[config.mk]
export PLATFORM = sky130hd
export DESIGN_NAME = irq_controller
export DESIGN_NICKNAME = d
export VERILOG_FILES = /design/src/rtl/irq_pkg.sv /design/src/rtl/irq_bank_if.sv /design/src/rtl/irq_controller.sv /design/src/rtl/irq_flag_bank.sv
export SDC_FILE = /design/constraint.sdc
export NUM_CORES = 1
export LEC_CHECK = 0
export BUFFER_PORTS_ARGS = -buffer_cell sky130_fd_sc_hd__buf_2
export CAP_MARGIN = 25
export CORE_MARGIN = 2
export CORE_UTILIZATION = 40
export DETAILED_ROUTE_END_ITERATION = 6
export HOLD_SLACK_MARGIN = 0.15
export PLACE_DENSITY = 0.72
export SYNTH_ARGS = -nofsm -noshare
export SYNTH_HDL_FRONTEND = slang
export SYNTH_SLANG_ARGS = --single-unit
[constraint.sdc]
create_clock -name i_clk -period 5.84 [get_ports i_clk]
set_clock_uncertainty 0.2 [all_clocks]
set_input_delay 0.584 -clock i_clk [delete_from_list [all_inputs] [get_ports i_clk]]
set_output_delay 0.584 -clock i_clk [all_outputs]
set_load 0.005 [all_outputs]
[src/rtl/irq_pkg.sv]
// constants and types shared by the interrupt controller files
package irq_pkg;
  localparam int ADDR_W = 10;
  localparam int SRC_N = 4;
  // register indices; byte address is four times the index
  localparam logic [7:0] IDX_EDGE = 8'hbf;
  localparam logic [7:0] IDX_FLAGS = 8'hc8;
  localparam logic [7:0] IDX_EN = 8'hc9;
  localparam logic [7:0] IDX_STACK_POINTER_GLOBAL_ENABLE = 8'hdf;
  localparam logic [7:0] IDX_SAVE = 8'he0;
  // bit positions of the four sources in flags and enables
  localparam int BIT_PIN = 0;
  localparam int BIT_BT = 4;
  localparam int BIT_TC = 5;
  localparam int BIT_ADC = 7;
  localparam int GIE_BIT = 7;
  localparam int EDGE_LO = 3;
  localparam int EDGE_HI = 4;
  localparam int STK_HI = 2;
  localparam logic [1:0] EDGE_RST = 2'h2;
  localparam logic [2:0] STK_RST = 3'h7;
  localparam logic [2:0] STK_STEP = 3'h1;
  localparam int PC_W = 12;
  localparam logic [PC_W-1:0] VECTOR_ADDR = 12'h008;
  // timeout and power-down status bits of the program flags
  localparam logic [7:0] PF_STATUS_MASK = 8'hc0;
  localparam logic [7:0] BYTE_ZERO = 8'h00;

  typedef enum logic [1:0] {
    EDGE_NONE = 2'h0,
    EDGE_RISE = 2'h1,
    EDGE_FALL = 2'h2,
    EDGE_BOTH = 2'h3
  } edge_mode_t;

  typedef enum logic [1:0] {
    ST_RUN = 2'h0,
    ST_SERVICE = 2'h1,
    ST_ASLEEP = 2'h2
  } core_state_t;
endpackage : irq_pkg

[src/rtl/irq_bank_if.sv]
// carrier between the controller and its request flag bank
`timescale 1ns/100ps
interface irq_bank_if #(parameter int N = 4);
  logic [N-1:0] event_hit;
  logic [N-1:0] enable;
  logic wr;
  logic [N-1:0] wdata;
  logic [N-1:0] flags;
  logic [N-1:0] pending;
  modport bank (input event_hit, enable, wr, wdata, output flags, pending);
  modport ctrl (output event_hit, enable, wr, wdata, input flags, pending);
endinterface : irq_bank_if

[src/rtl/irq_controller.sv]
// interrupt controller: flags, enables, global enable, vectoring, save buffer
//
// What this block does
// - pin flag sets on the selected edge whatever its enable.
// - enabled pin edge redirects the core to vector 8.
// - edge field bits 4:3: 01 rise, 10 fall, 11 both, 00 none.
// - matching pin edge during power down is latched, when pin enable bit 0 is set, and serviced first.
// - entering service clears the global enable.
// - leaving service sets the global enable again.
// - taking an interrupt adds one stack level and jumps to 8.
// - no vectoring unless global enable bit 7 is 1; it resets to 0.
// - enable bits 0 pin, 4 basic timer, 5 timer/counter, 7 converter; reset 0.
// - flags stay set until software writes them clear.
// - basic timer overflow sets its flag; vectors only when enabled.
// - timer/counter overflow sets its flag; vectors when enabled.
// - a flag set while disabled never vectors after a later enable, except when its set meets a same-cycle clear of the still-armed flag.
// - service ends only on the return-from-interrupt instruction.
// - one-level save buffer for accumulator and program flags.
// - save and restore leave timeout and power-down status bits alone.
// - conversion end sets converter flag; vectors only when enabled.
// - any wake-up from power down returns to normal mode.
//
// Our own choice: the APB register port.
`timescale 1ns/100ps
module irq_controller (
  input wire logic i_clk,
  input wire logic i_rst_n,
  // apb slave
  input wire logic i_psel,
  input wire logic i_penable,
  input wire logic i_pwrite,
  input wire logic [irq_pkg::ADDR_W-1:0] i_paddr,
  input wire logic [31:0] i_pwdata,
  output logic [31:0] o_prdata,
  output logic o_pready,
  output logic o_pslverr,
  // event sources on this clock
  input wire logic i_basic_timer_ovf,
  input wire logic i_timer_counter_ovf,
  input wire logic i_converter_done,
  // external interrupt pin, asynchronous
  input wire logic i_external_pin_irq,
  // core sequencer
  input wire logic i_core_accept,
  input wire logic i_return_from_irq,
  input wire logic i_powerdown_enter,
  input wire logic i_save,
  input wire logic i_restore,
  input wire logic [7:0] i_accumulator,
  input wire logic [7:0] i_program_flags,
  output logic o_core_irq,
  output logic o_vector_load,
  output logic [irq_pkg::PC_W-1:0] o_vector_addr,
  output logic o_wake,
  output logic o_normal_mode,
  output logic o_wake_irq_first,
  output logic o_restore_valid,
  output logic [7:0] o_restore_accumulator,
  output logic [7:0] o_restore_program_flags
);
  typedef struct packed {
    irq_pkg::core_state_t mode;
    logic [1:0] edge_field;
    logic [irq_pkg::SRC_N-1:0] enable;
    logic global_irq_enable;
    logic [2:0] stack_level;
    logic [2:0] pin_sync;
    logic wake_latch;
    logic vector_load;
    logic wake;
    logic [7:0] save_acc;
    logic [7:0] save_pflags;
    logic restore_valid;
    logic [7:0] restore_acc;
    logic [7:0] restore_pflags;
    logic [31:0] rdata;
    logic slverr;
  } ctrl_state_t;

  ctrl_state_t st;
  ctrl_state_t next_st;
  logic [1:0] rst_sync;
  logic rst_n;

  // reset release through two flops
  always_ff @(posedge i_clk or negedge i_rst_n) begin
    if (!i_rst_n) begin
      rst_sync <= 2'h0;
    end else begin
      rst_sync <= {rst_sync[0], 1'b1};
    end
  end
  assign rst_n = rst_sync[1];

  irq_bank_if #(.N(irq_pkg::SRC_N)) bank ();

  irq_flag_bank #(.N(irq_pkg::SRC_N)) u_bank (
    .i_clk(i_clk),
    .i_rst_n(rst_n),
    .bus(bank)
  );

  logic setup;
  logic access;
  logic [7:0] idx;
  logic hit_edge;
  logic hit_flags;
  logic hit_en;
  logic hit_stack_pointer_global_enable;
  logic hit_save;
  logic pin_rise;
  logic pin_fall;
  logic pin_match;
  logic any_pending;
  logic take;
  logic [7:0] flags_byte;
  logic [7:0] en_byte;

  assign setup = i_psel && !i_penable;
  // writes land at the access edge, where pready is sampled high
  assign access = i_psel && i_penable;
  assign idx = i_paddr[irq_pkg::ADDR_W-1:2];
  assign hit_edge = (idx == irq_pkg::IDX_EDGE);
  assign hit_flags = (idx == irq_pkg::IDX_FLAGS);
  assign hit_en = (idx == irq_pkg::IDX_EN);
  assign hit_stack_pointer_global_enable = (idx == irq_pkg::IDX_STACK_POINTER_GLOBAL_ENABLE);
  assign hit_save = (idx == irq_pkg::IDX_SAVE);

  // pin_sync[0] feeds only pin_sync[1]; edges compare stages 1 and 2
  assign pin_rise = st.pin_sync[1] && !st.pin_sync[2];
  assign pin_fall = !st.pin_sync[1] && st.pin_sync[2];
  always_comb begin
    unique case (irq_pkg::edge_mode_t'(st.edge_field))
      irq_pkg::EDGE_RISE: pin_match = pin_rise;
      irq_pkg::EDGE_FALL: pin_match = pin_fall;
      irq_pkg::EDGE_BOTH: pin_match = pin_rise | pin_fall;
      irq_pkg::EDGE_NONE: pin_match = 1'b0;
    endcase
  end

  // flag bank hookup; each event sets its flag whatever the enable
  always_comb begin
    bank.event_hit = '0;
    bank.event_hit[0] = pin_match;
    bank.event_hit[1] = i_basic_timer_ovf;
    bank.event_hit[2] = i_timer_counter_ovf;
    bank.event_hit[3] = i_converter_done;
    bank.enable = st.enable;
    bank.wr = access && i_pwrite && hit_flags;
    bank.wdata = {i_pwdata[irq_pkg::BIT_ADC], i_pwdata[irq_pkg::BIT_TC],
                  i_pwdata[irq_pkg::BIT_BT], i_pwdata[irq_pkg::BIT_PIN]};
  end

  always_comb begin
    flags_byte = irq_pkg::BYTE_ZERO;
    flags_byte[irq_pkg::BIT_PIN] = bank.flags[0];
    flags_byte[irq_pkg::BIT_BT] = bank.flags[1];
    flags_byte[irq_pkg::BIT_TC] = bank.flags[2];
    flags_byte[irq_pkg::BIT_ADC] = bank.flags[3];
    en_byte = irq_pkg::BYTE_ZERO;
    en_byte[irq_pkg::BIT_PIN] = st.enable[0];
    en_byte[irq_pkg::BIT_BT] = st.enable[1];
    en_byte[irq_pkg::BIT_TC] = st.enable[2];
    en_byte[irq_pkg::BIT_ADC] = st.enable[3];
  end

  assign any_pending = |bank.pending;
  assign o_core_irq = any_pending && st.global_irq_enable
                      && (st.mode == irq_pkg::ST_RUN);
  assign take = o_core_irq && i_core_accept;

  always_comb begin
    next_st = st;
    next_st.pin_sync = {st.pin_sync[1:0], i_external_pin_irq};
    next_st.vector_load = 1'b0;
    next_st.wake = 1'b0;
    next_st.restore_valid = 1'b0;

    // register writes, taken in the access cycle
    if (access && i_pwrite) begin
      if (hit_edge) begin
        next_st.edge_field = i_pwdata[irq_pkg::EDGE_HI:irq_pkg::EDGE_LO];
      end
      if (hit_en) begin
        next_st.enable = {i_pwdata[irq_pkg::BIT_ADC], i_pwdata[irq_pkg::BIT_TC],
                          i_pwdata[irq_pkg::BIT_BT], i_pwdata[irq_pkg::BIT_PIN]};
      end
      if (hit_stack_pointer_global_enable) begin
        next_st.global_irq_enable = i_pwdata[irq_pkg::GIE_BIT];
        next_st.stack_level = i_pwdata[irq_pkg::STK_HI:0];
      end
    end

    // read data captured in setup so it is stable in the access phase
    if (setup) begin
      next_st.slverr = !(hit_edge || hit_flags || hit_en || hit_stack_pointer_global_enable || hit_save);
      next_st.rdata = '0;
      if (!i_pwrite) begin
        if (hit_edge) begin
          next_st.rdata[irq_pkg::EDGE_HI:irq_pkg::EDGE_LO] = st.edge_field;
        end
        if (hit_flags) begin
          next_st.rdata[7:0] = flags_byte;
        end
        if (hit_en) begin
          next_st.rdata[7:0] = en_byte;
        end
        if (hit_stack_pointer_global_enable) begin
          next_st.rdata[irq_pkg::GIE_BIT] = st.global_irq_enable;
          next_st.rdata[irq_pkg::STK_HI:0] = st.stack_level;
        end
        if (hit_save) begin
          next_st.rdata[15:0] = {st.save_pflags, st.save_acc};
        end
      end
    end

    // core sequence; hardware updates win over a same-cycle register write
    unique case (st.mode)
      irq_pkg::ST_RUN: begin
        if (take) begin
          next_st.global_irq_enable = 1'b0;
          next_st.stack_level = st.stack_level + irq_pkg::STK_STEP;
          next_st.vector_load = 1'b1;
          next_st.wake_latch = 1'b0;
          next_st.mode = irq_pkg::ST_SERVICE;
        end else if (i_powerdown_enter) begin
          next_st.mode = irq_pkg::ST_ASLEEP;
        end
      end
      irq_pkg::ST_SERVICE: begin
        if (i_return_from_irq) begin
          next_st.global_irq_enable = 1'b1;
          next_st.stack_level = st.stack_level - irq_pkg::STK_STEP;
          next_st.mode = irq_pkg::ST_RUN;
        end
      end
      irq_pkg::ST_ASLEEP: begin
        // any synced edge wakes; only a matching enabled edge is latched
        if (pin_rise || pin_fall) begin
          next_st.wake = 1'b1;
          next_st.mode = irq_pkg::ST_RUN;
          next_st.wake_latch = pin_match && st.enable[0];
        end
      end
      default: begin
        next_st.mode = irq_pkg::ST_RUN;
      end
    endcase

    // one-level save buffer, status bits excluded
    if (i_save) begin
      next_st.save_acc = i_accumulator;
      next_st.save_pflags = i_program_flags & ~irq_pkg::PF_STATUS_MASK;
    end
    if (i_restore) begin
      next_st.restore_valid = 1'b1;
      next_st.restore_acc = st.save_acc;
      next_st.restore_pflags = (st.save_pflags & ~irq_pkg::PF_STATUS_MASK)
                               | (i_program_flags & irq_pkg::PF_STATUS_MASK);
    end
  end

  always_ff @(posedge i_clk or negedge rst_n) begin
    if (!rst_n) begin
      st <= '0;
      st.mode <= irq_pkg::ST_RUN;
      st.edge_field <= irq_pkg::EDGE_RST;
      st.stack_level <= irq_pkg::STK_RST;
    end else begin
      st <= next_st;
    end
  end

  assign o_prdata = st.rdata;
  assign o_pready = 1'b1;
  assign o_pslverr = i_psel && i_penable && st.slverr;
  assign o_vector_load = st.vector_load;
  assign o_vector_addr = irq_pkg::VECTOR_ADDR;
  assign o_wake = st.wake;
  assign o_normal_mode = (st.mode != irq_pkg::ST_ASLEEP);
  assign o_wake_irq_first = st.wake_latch;
  assign o_restore_valid = st.restore_valid;
  assign o_restore_accumulator = st.restore_acc;
  assign o_restore_program_flags = st.restore_pflags;

  gie_clear_a: assert property (@(posedge i_clk) disable iff (!rst_n)
    take |=> !st.global_irq_enable && st.vector_load) else $error("gie not cleared");
  gie_set_a: assert property (@(posedge i_clk) disable iff (!rst_n)
    (st.mode == irq_pkg::ST_SERVICE && i_return_from_irq) |=> st.global_irq_enable)
    else $error("gie not restored");
  stack_push_a: assert property (@(posedge i_clk) disable iff (!rst_n)
    take |=> st.stack_level == $past(st.stack_level) + irq_pkg::STK_STEP)
    else $error("stack not pushed");
  stack_pop_a: assert property (@(posedge i_clk) disable iff (!rst_n)
    (st.mode == irq_pkg::ST_SERVICE && i_return_from_irq)
      |=> st.stack_level == $past(st.stack_level) - irq_pkg::STK_STEP)
    else $error("stack not popped");
  gie_gate_a: assert property (@(posedge i_clk) disable iff (!rst_n)
    !st.global_irq_enable |-> !o_core_irq) else $error("irq without gie");
  vector_gate_a: assert property (@(posedge i_clk) disable iff (!rst_n)
    o_vector_load |-> $past(st.global_irq_enable) && $past(any_pending))
    else $error("vector without enabled request");
  gie_write_a: assert property (@(posedge i_clk) disable iff (!rst_n)
    (access && i_pwrite && hit_stack_pointer_global_enable && st.mode == irq_pkg::ST_RUN && !take)
      |=> st.global_irq_enable == $past(i_pwdata[irq_pkg::GIE_BIT]))
    else $error("global enable write lost");
  en_write_a: assert property (@(posedge i_clk) disable iff (!rst_n)
    (access && i_pwrite && hit_en) |=> st.enable[0] == $past(i_pwdata[irq_pkg::BIT_PIN])
      && st.enable[3] == $past(i_pwdata[irq_pkg::BIT_ADC]))
    else $error("enable write lost");
  service_hold_a: assert property (@(posedge i_clk) disable iff (!rst_n)
    (st.mode == irq_pkg::ST_SERVICE && !i_return_from_irq) |=> st.mode == irq_pkg::ST_SERVICE)
    else $error("service left early");
  pin_flag_a: assert property (@(posedge i_clk) disable iff (!rst_n)
    pin_match |=> bank.flags[0]) else $error("pin flag missed");
  timer_flag_a: assert property (@(posedge i_clk) disable iff (!rst_n)
    i_basic_timer_ovf |=> bank.flags[1]) else $error("basic timer flag missed");
  tc_flag_a: assert property (@(posedge i_clk) disable iff (!rst_n)
    i_timer_counter_ovf |=> bank.flags[2]) else $error("timer/counter flag missed");
  adc_flag_a: assert property (@(posedge i_clk) disable iff (!rst_n)
    i_converter_done && !st.enable[3] |=> bank.flags[3] && !bank.pending[3])
    else $error("converter flag wrong");
  wake_normal_a: assert property (@(posedge i_clk) disable iff (!rst_n)
    st.wake |-> o_normal_mode && $past(st.mode) == irq_pkg::ST_ASLEEP)
    else $error("wake not to normal");
  wake_latch_a: assert property (@(posedge i_clk) disable iff (!rst_n)
    (st.mode == irq_pkg::ST_ASLEEP && pin_match && st.enable[0])
      |=> o_wake_irq_first && bank.flags[0]) else $error("wake edge not latched");
  save_strip_a: assert property (@(posedge i_clk) disable iff (!rst_n)
    i_save |=> (st.save_pflags & irq_pkg::PF_STATUS_MASK) == irq_pkg::BYTE_ZERO
      && st.save_acc == $past(i_accumulator)) else $error("save buffer wrong");
  restore_data_a: assert property (@(posedge i_clk) disable iff (!rst_n)
    i_restore |=> o_restore_valid && o_restore_accumulator == $past(st.save_acc))
    else $error("restore data wrong");
  restore_keep_a: assert property (@(posedge i_clk) disable iff (!rst_n)
    i_restore |=> (o_restore_program_flags & irq_pkg::PF_STATUS_MASK)
      == ($past(i_program_flags) & irq_pkg::PF_STATUS_MASK))
    else $error("status bits not kept");
endmodule : irq_controller

[src/rtl/irq_flag_bank.sv]
// sticky request flags with per-source arming
`timescale 1ns/100ps
module irq_flag_bank #(
  parameter int N = 4
) (
  input wire logic i_clk,
  input wire logic i_rst_n,
  irq_bank_if.bank bus
);
  typedef struct packed {
    logic [N-1:0] flag;
    logic [N-1:0] armed;
  } bank_state_t;

  bank_state_t st;
  bank_state_t next_st;

  always_comb begin
    next_st = st;
    for (int i = 0; i < N; i++) begin
      if (bus.wr) begin
        next_st.flag[i] = bus.wdata[i];
        if (!bus.wdata[i]) begin
          next_st.armed[i] = 1'b0;
        end
      end
      // event beats software clear in the same cycle
      if (bus.event_hit[i]) begin
        next_st.flag[i] = 1'b1;
        // a flag raised while disabled keeps its previous arming, even over a same-cycle clear
        next_st.armed[i] = st.armed[i] | bus.enable[i];
      end
    end
  end

  always_ff @(posedge i_clk or negedge i_rst_n) begin
    if (!i_rst_n) begin
      st <= '0;
    end else begin
      st <= next_st;
    end
  end

  assign bus.flags = st.flag;
  assign bus.pending = st.flag & st.armed & bus.enable;

  set_wins_a: assert property (@(posedge i_clk) disable iff (!i_rst_n)
    (bus.event_hit != '0) |=> ((bus.flags & $past(bus.event_hit)) == $past(bus.event_hit)))
    else $error("event lost against clear");
  unarmed_a: assert property (@(posedge i_clk) disable iff (!i_rst_n)
    ((bus.enable == '0) && !bus.wr) |=> (bus.pending == '0 || $past(bus.event_hit) == '0
      || $past(bus.enable) != '0 || (bus.pending & ~$past(bus.flags)) == '0))
    else $error("flag set while disabled became pending");
endmodule : irq_flag_bank

==> flow_summary.json <==
{
  "status": "complete, no violations",
  "async_reset_ff_frac": 1.000,
  "grt_pass1_wl_um": 11940,
  "ir_drop_v": 0.0001362,
  "drt_iter0_drc": 121,
  "crit_buf_inv": 1,
  "io_buffers": 81,
  "dr.pass1.iters": 5,
  "reg2reg_from": "bank.enable[1]",
  "finalNetCount": 456,
  "clk_pin_slew_ns": 0.08,
  "p_leak_uw": 0.001968,
  "synth_cells": 325,
  "cts.path.max_buffers": 2,
  "netlist_area_um2": 3715,
  "core_region_area_um2": 9109,
  "hpwl_um": 5521,
  "hold_path_depth": 0,
  "preCtsSetupSlack_ns": 3.231,
  "clkLatencyLatePin_ns": 0.34,
  "setup_viol": 0,
  "routabilityCongestion": 0.8267,
  "finalWirelength_um": 7520,
  "ctsHtreeMaxLevel": 3,
  "cp.required_ns": 5.87,
  "critPathTopFamily": "simple AND/OR/NAND/NOR gates",
  "wl_per_cell_um": 15.16,
  "period_needed_ns": 2.256,
  "finalSetupTns_ns": 0,
  "hp-class": "flip-flop to flip-flop",
  "period_share": 0.3863,
  "reg2reg_to": "st[72]",
  "ioPinCount": 140,
  "numClockSinks": 74,
  "synth_cell_types": 45,
  "multiInputGateArea_um2": 1440,
  "grt_antenna_before_repair": 0,
  "initial_utilization": 0.4078,
  "max_freq_mhz": 443.3,
  "synth_flop_cell": "dfrtp_1",
  "combPwrFrac": 0.110,
  "layout_common_cells": "buf_2 (81), dfrtp_1 (69), mux2_2 (36), conb_1 (32), nand2_1 (20)",
  "tightest_slew_ns": 1.031,
  "drv_cap": 0,
  "cp_cell_sequence": "buf_2 > nand2_1 > or4_4 > nor4_4 > nor2b_1 > a211o_2",
  "vias": 2467,
  "via_per_inst": 4.974,
  "max_stage_delay_ns": 0.56,
  "chipWidth_um": 100.4,
  "grt_overflow": 0,
  "swShare": 0.2480,
  "layout-drive-gt1-share": 0.3818,
  "grt_max_degree": 73,
  "critPathCaptureType": "flip-flop",
  "register_area_um2": 1858,
  "hold_end": "next_st[71]",
  "cp_slowest_cell": "nor4_4",
  "track_usage": 0.1539,
  "final_common_cell": "buf_2",
  "diodes": 0,
  "r2r_cells": 6,
  "intPower_uw": 870.0,
  "netSwitchingPower_uw": 286.9,
  "hp-start": "next_st[70]",
  "synth_edf_count": 0,
  "rsz0062_at_grt": "no",
  "crit_type": "input port to flip-flop",
  "hold_viol": 0,
  "cp_max_fo": 12,
  "powerDensity_nw_per_um2": 280.2,
  "tritoncts": "built",
  "area_growth_pct": 11.15,
  "synth_warnings": 0,
  "clockRootBuffer": "clkbuf_8",
  "cts_resized": 0,
  "fill_cells": 836,
  "antenna_left": 0,
  "drt_drc_violations_left": 0,
  "cp-start-kind": "input port",
  "max-slew-margin-rel": 0.3066,
  "dieArea_um2": 10070,
  "fp.dieH_um": 100.4,
  "cts_buffers": 9,
  "row_count": 35,
  "ys_seq_area_frac": 0.4998,
  "arrival_ns": 2.28,
  "grt_pass1_vias": 2378,
  "setup_ws_ns": 3.584,
  "slew_viol_final": 0,
  "pwr-share-seq": 0.497,
  "synth.avg_cell_area_um2": 11.43,
  "cp.depth": 6,
  "ys_seq_elements": 74,
  "power_frac_clock": 0.392,
  "r2r_slack_ns": 3.71
}
==> logic make-up (layout without fill, tap and decap cells) <==
| kind of cell | Yosys count | count (layout) | share of synthesized area |
|---|---|---|---|
| flops | 74 | 74 | 0.4998 |
| other cells | 2 | 32 | 0.002022 |
| compound gates | 55 | 55 | 0.1068 |
| buf+inv | 77 | 107 | 0.1428 |
| fa+ha+maj | 4 | 4 | 0.01347 |
| simple gates | 70 | 70 | 0.1071 |
| mux | 43 | 43 | 0.1280 |
==> metal layers <==
metal	global-route usage	vias up	share of wire
met5	0	-	0
met4	0.07060	0	0.015
met3	0.03064	7	0.047
met2	0.2612	79	0.51
met1	0.1890	1210	0.42
li1	-	1171	-
==> cell type report <==
| cell class | count | area share |
|---|---|---|
| repair buffers | 84 | 0.1048 |
| multi-input cells | 204 | 0.3488 |
| inverters | 7 | 0.006364 |
| clock buffers | 10 | 0.03333 |
| clock inverters | 6 | 0.02303 |
| flip-flops and latches | 74 | 0.4500 |
| well taps | 111 | 0.03364 |
==> power by group through the flow <==
stage	sequential, uW	clock (uW)	combinational [uW]
2_1_floorplan	585	0	106
3_3_place_gp	583	0	123
3_5_place_dp	586	0	127
4_1_cts	575	468	129
5_1_grt	581	488	143
6_report	575	454	127
==> synth_stat cells (all sizes together) (2+ instances only) <==
cell     n  area [um2]
nand2   20       75.07
dfrtp   70        1752
mux2i    7       70.07
inv      6       22.52
a221o    2       20.02
conb     2       7.510
a22oi    7       52.55
clkbuf   3       11.26
ha       4       50.05
mux2    36       405.4
nor3     6       30.03
nor2b    5       31.28
a211o    5       46.30
nor2    16       60.06
o211ai   2       15.01
o22ai    2       12.51
nand2b   4       25.02
dfstp    4       105.1
nand3    6       42.54
a22o     7       61.31
o21ai    8       40.04
nor4     6       82.58
o31ai    3       22.52
a21oi   10       50.05
buf     67       493.0
o41ai    4       35.03
==> metrics by stage <==
stage          std cells  cell area, um2  total power [uW]    util  hold WS, ns
6_report             496            4129              1157  0.4533       0.1509
5_1_grt              496            4129              1212  0.4533       0.1576
4_1_cts              496            4129              1172  0.4533       0.1524
3_5_place_dp         478            3876             713.0  0.4255       0.1347
3_3_place_gp         478            3876             706.3  0.4255       0.1335
2_1_floorplan        355            3827             690.8       -      0.08841
==> how the worst max path moves through the flow <==
stage	from	endpoint	slack, ns
global placement	i_paddr[4]	u_bank.bus.flags[3]	3.24
global route	bank.enable[1]	st[72]	3.48
detailed placement	i_paddr[4]	u_bank.bus.flags[3]	3.23
floorplan	rst_sync[1]	bank.enable[0]	3.43
finish	i_paddr[8]	u_bank.bus.flags[3]	3.58
CTS	i_paddr[4]	u_bank.bus.flags[3]	3.60
==> timing repair <==
action                    CTS  global route
hold endpoints to repair    3             0
setup buffers               0             0
hold buffers                2             0
==> flip-flops by register name, indices dropped and copies added (netlist names) <==
register,count
u_bank.st,4
st,24
rst_sync,2
o_restore_valid,1
o_wake_irq_first,1
o_restore_program_flags,8
o_prdata,14
next_st,2
o_vector_load,1
o_wake,1
bank.enable,4
o_restore_accumulator,8
u_bank.bus.flags,4
==> worst register-to-register path: cells and delay by family, from the launching register on <==
family | cells | cell delay [ns]
flops | 1 | 0.41
simple gates | 3 | 0.51
compound gates | 2 | 0.57
buf+inv | 1 | 0.38
(Power assumes the default switching activity.)
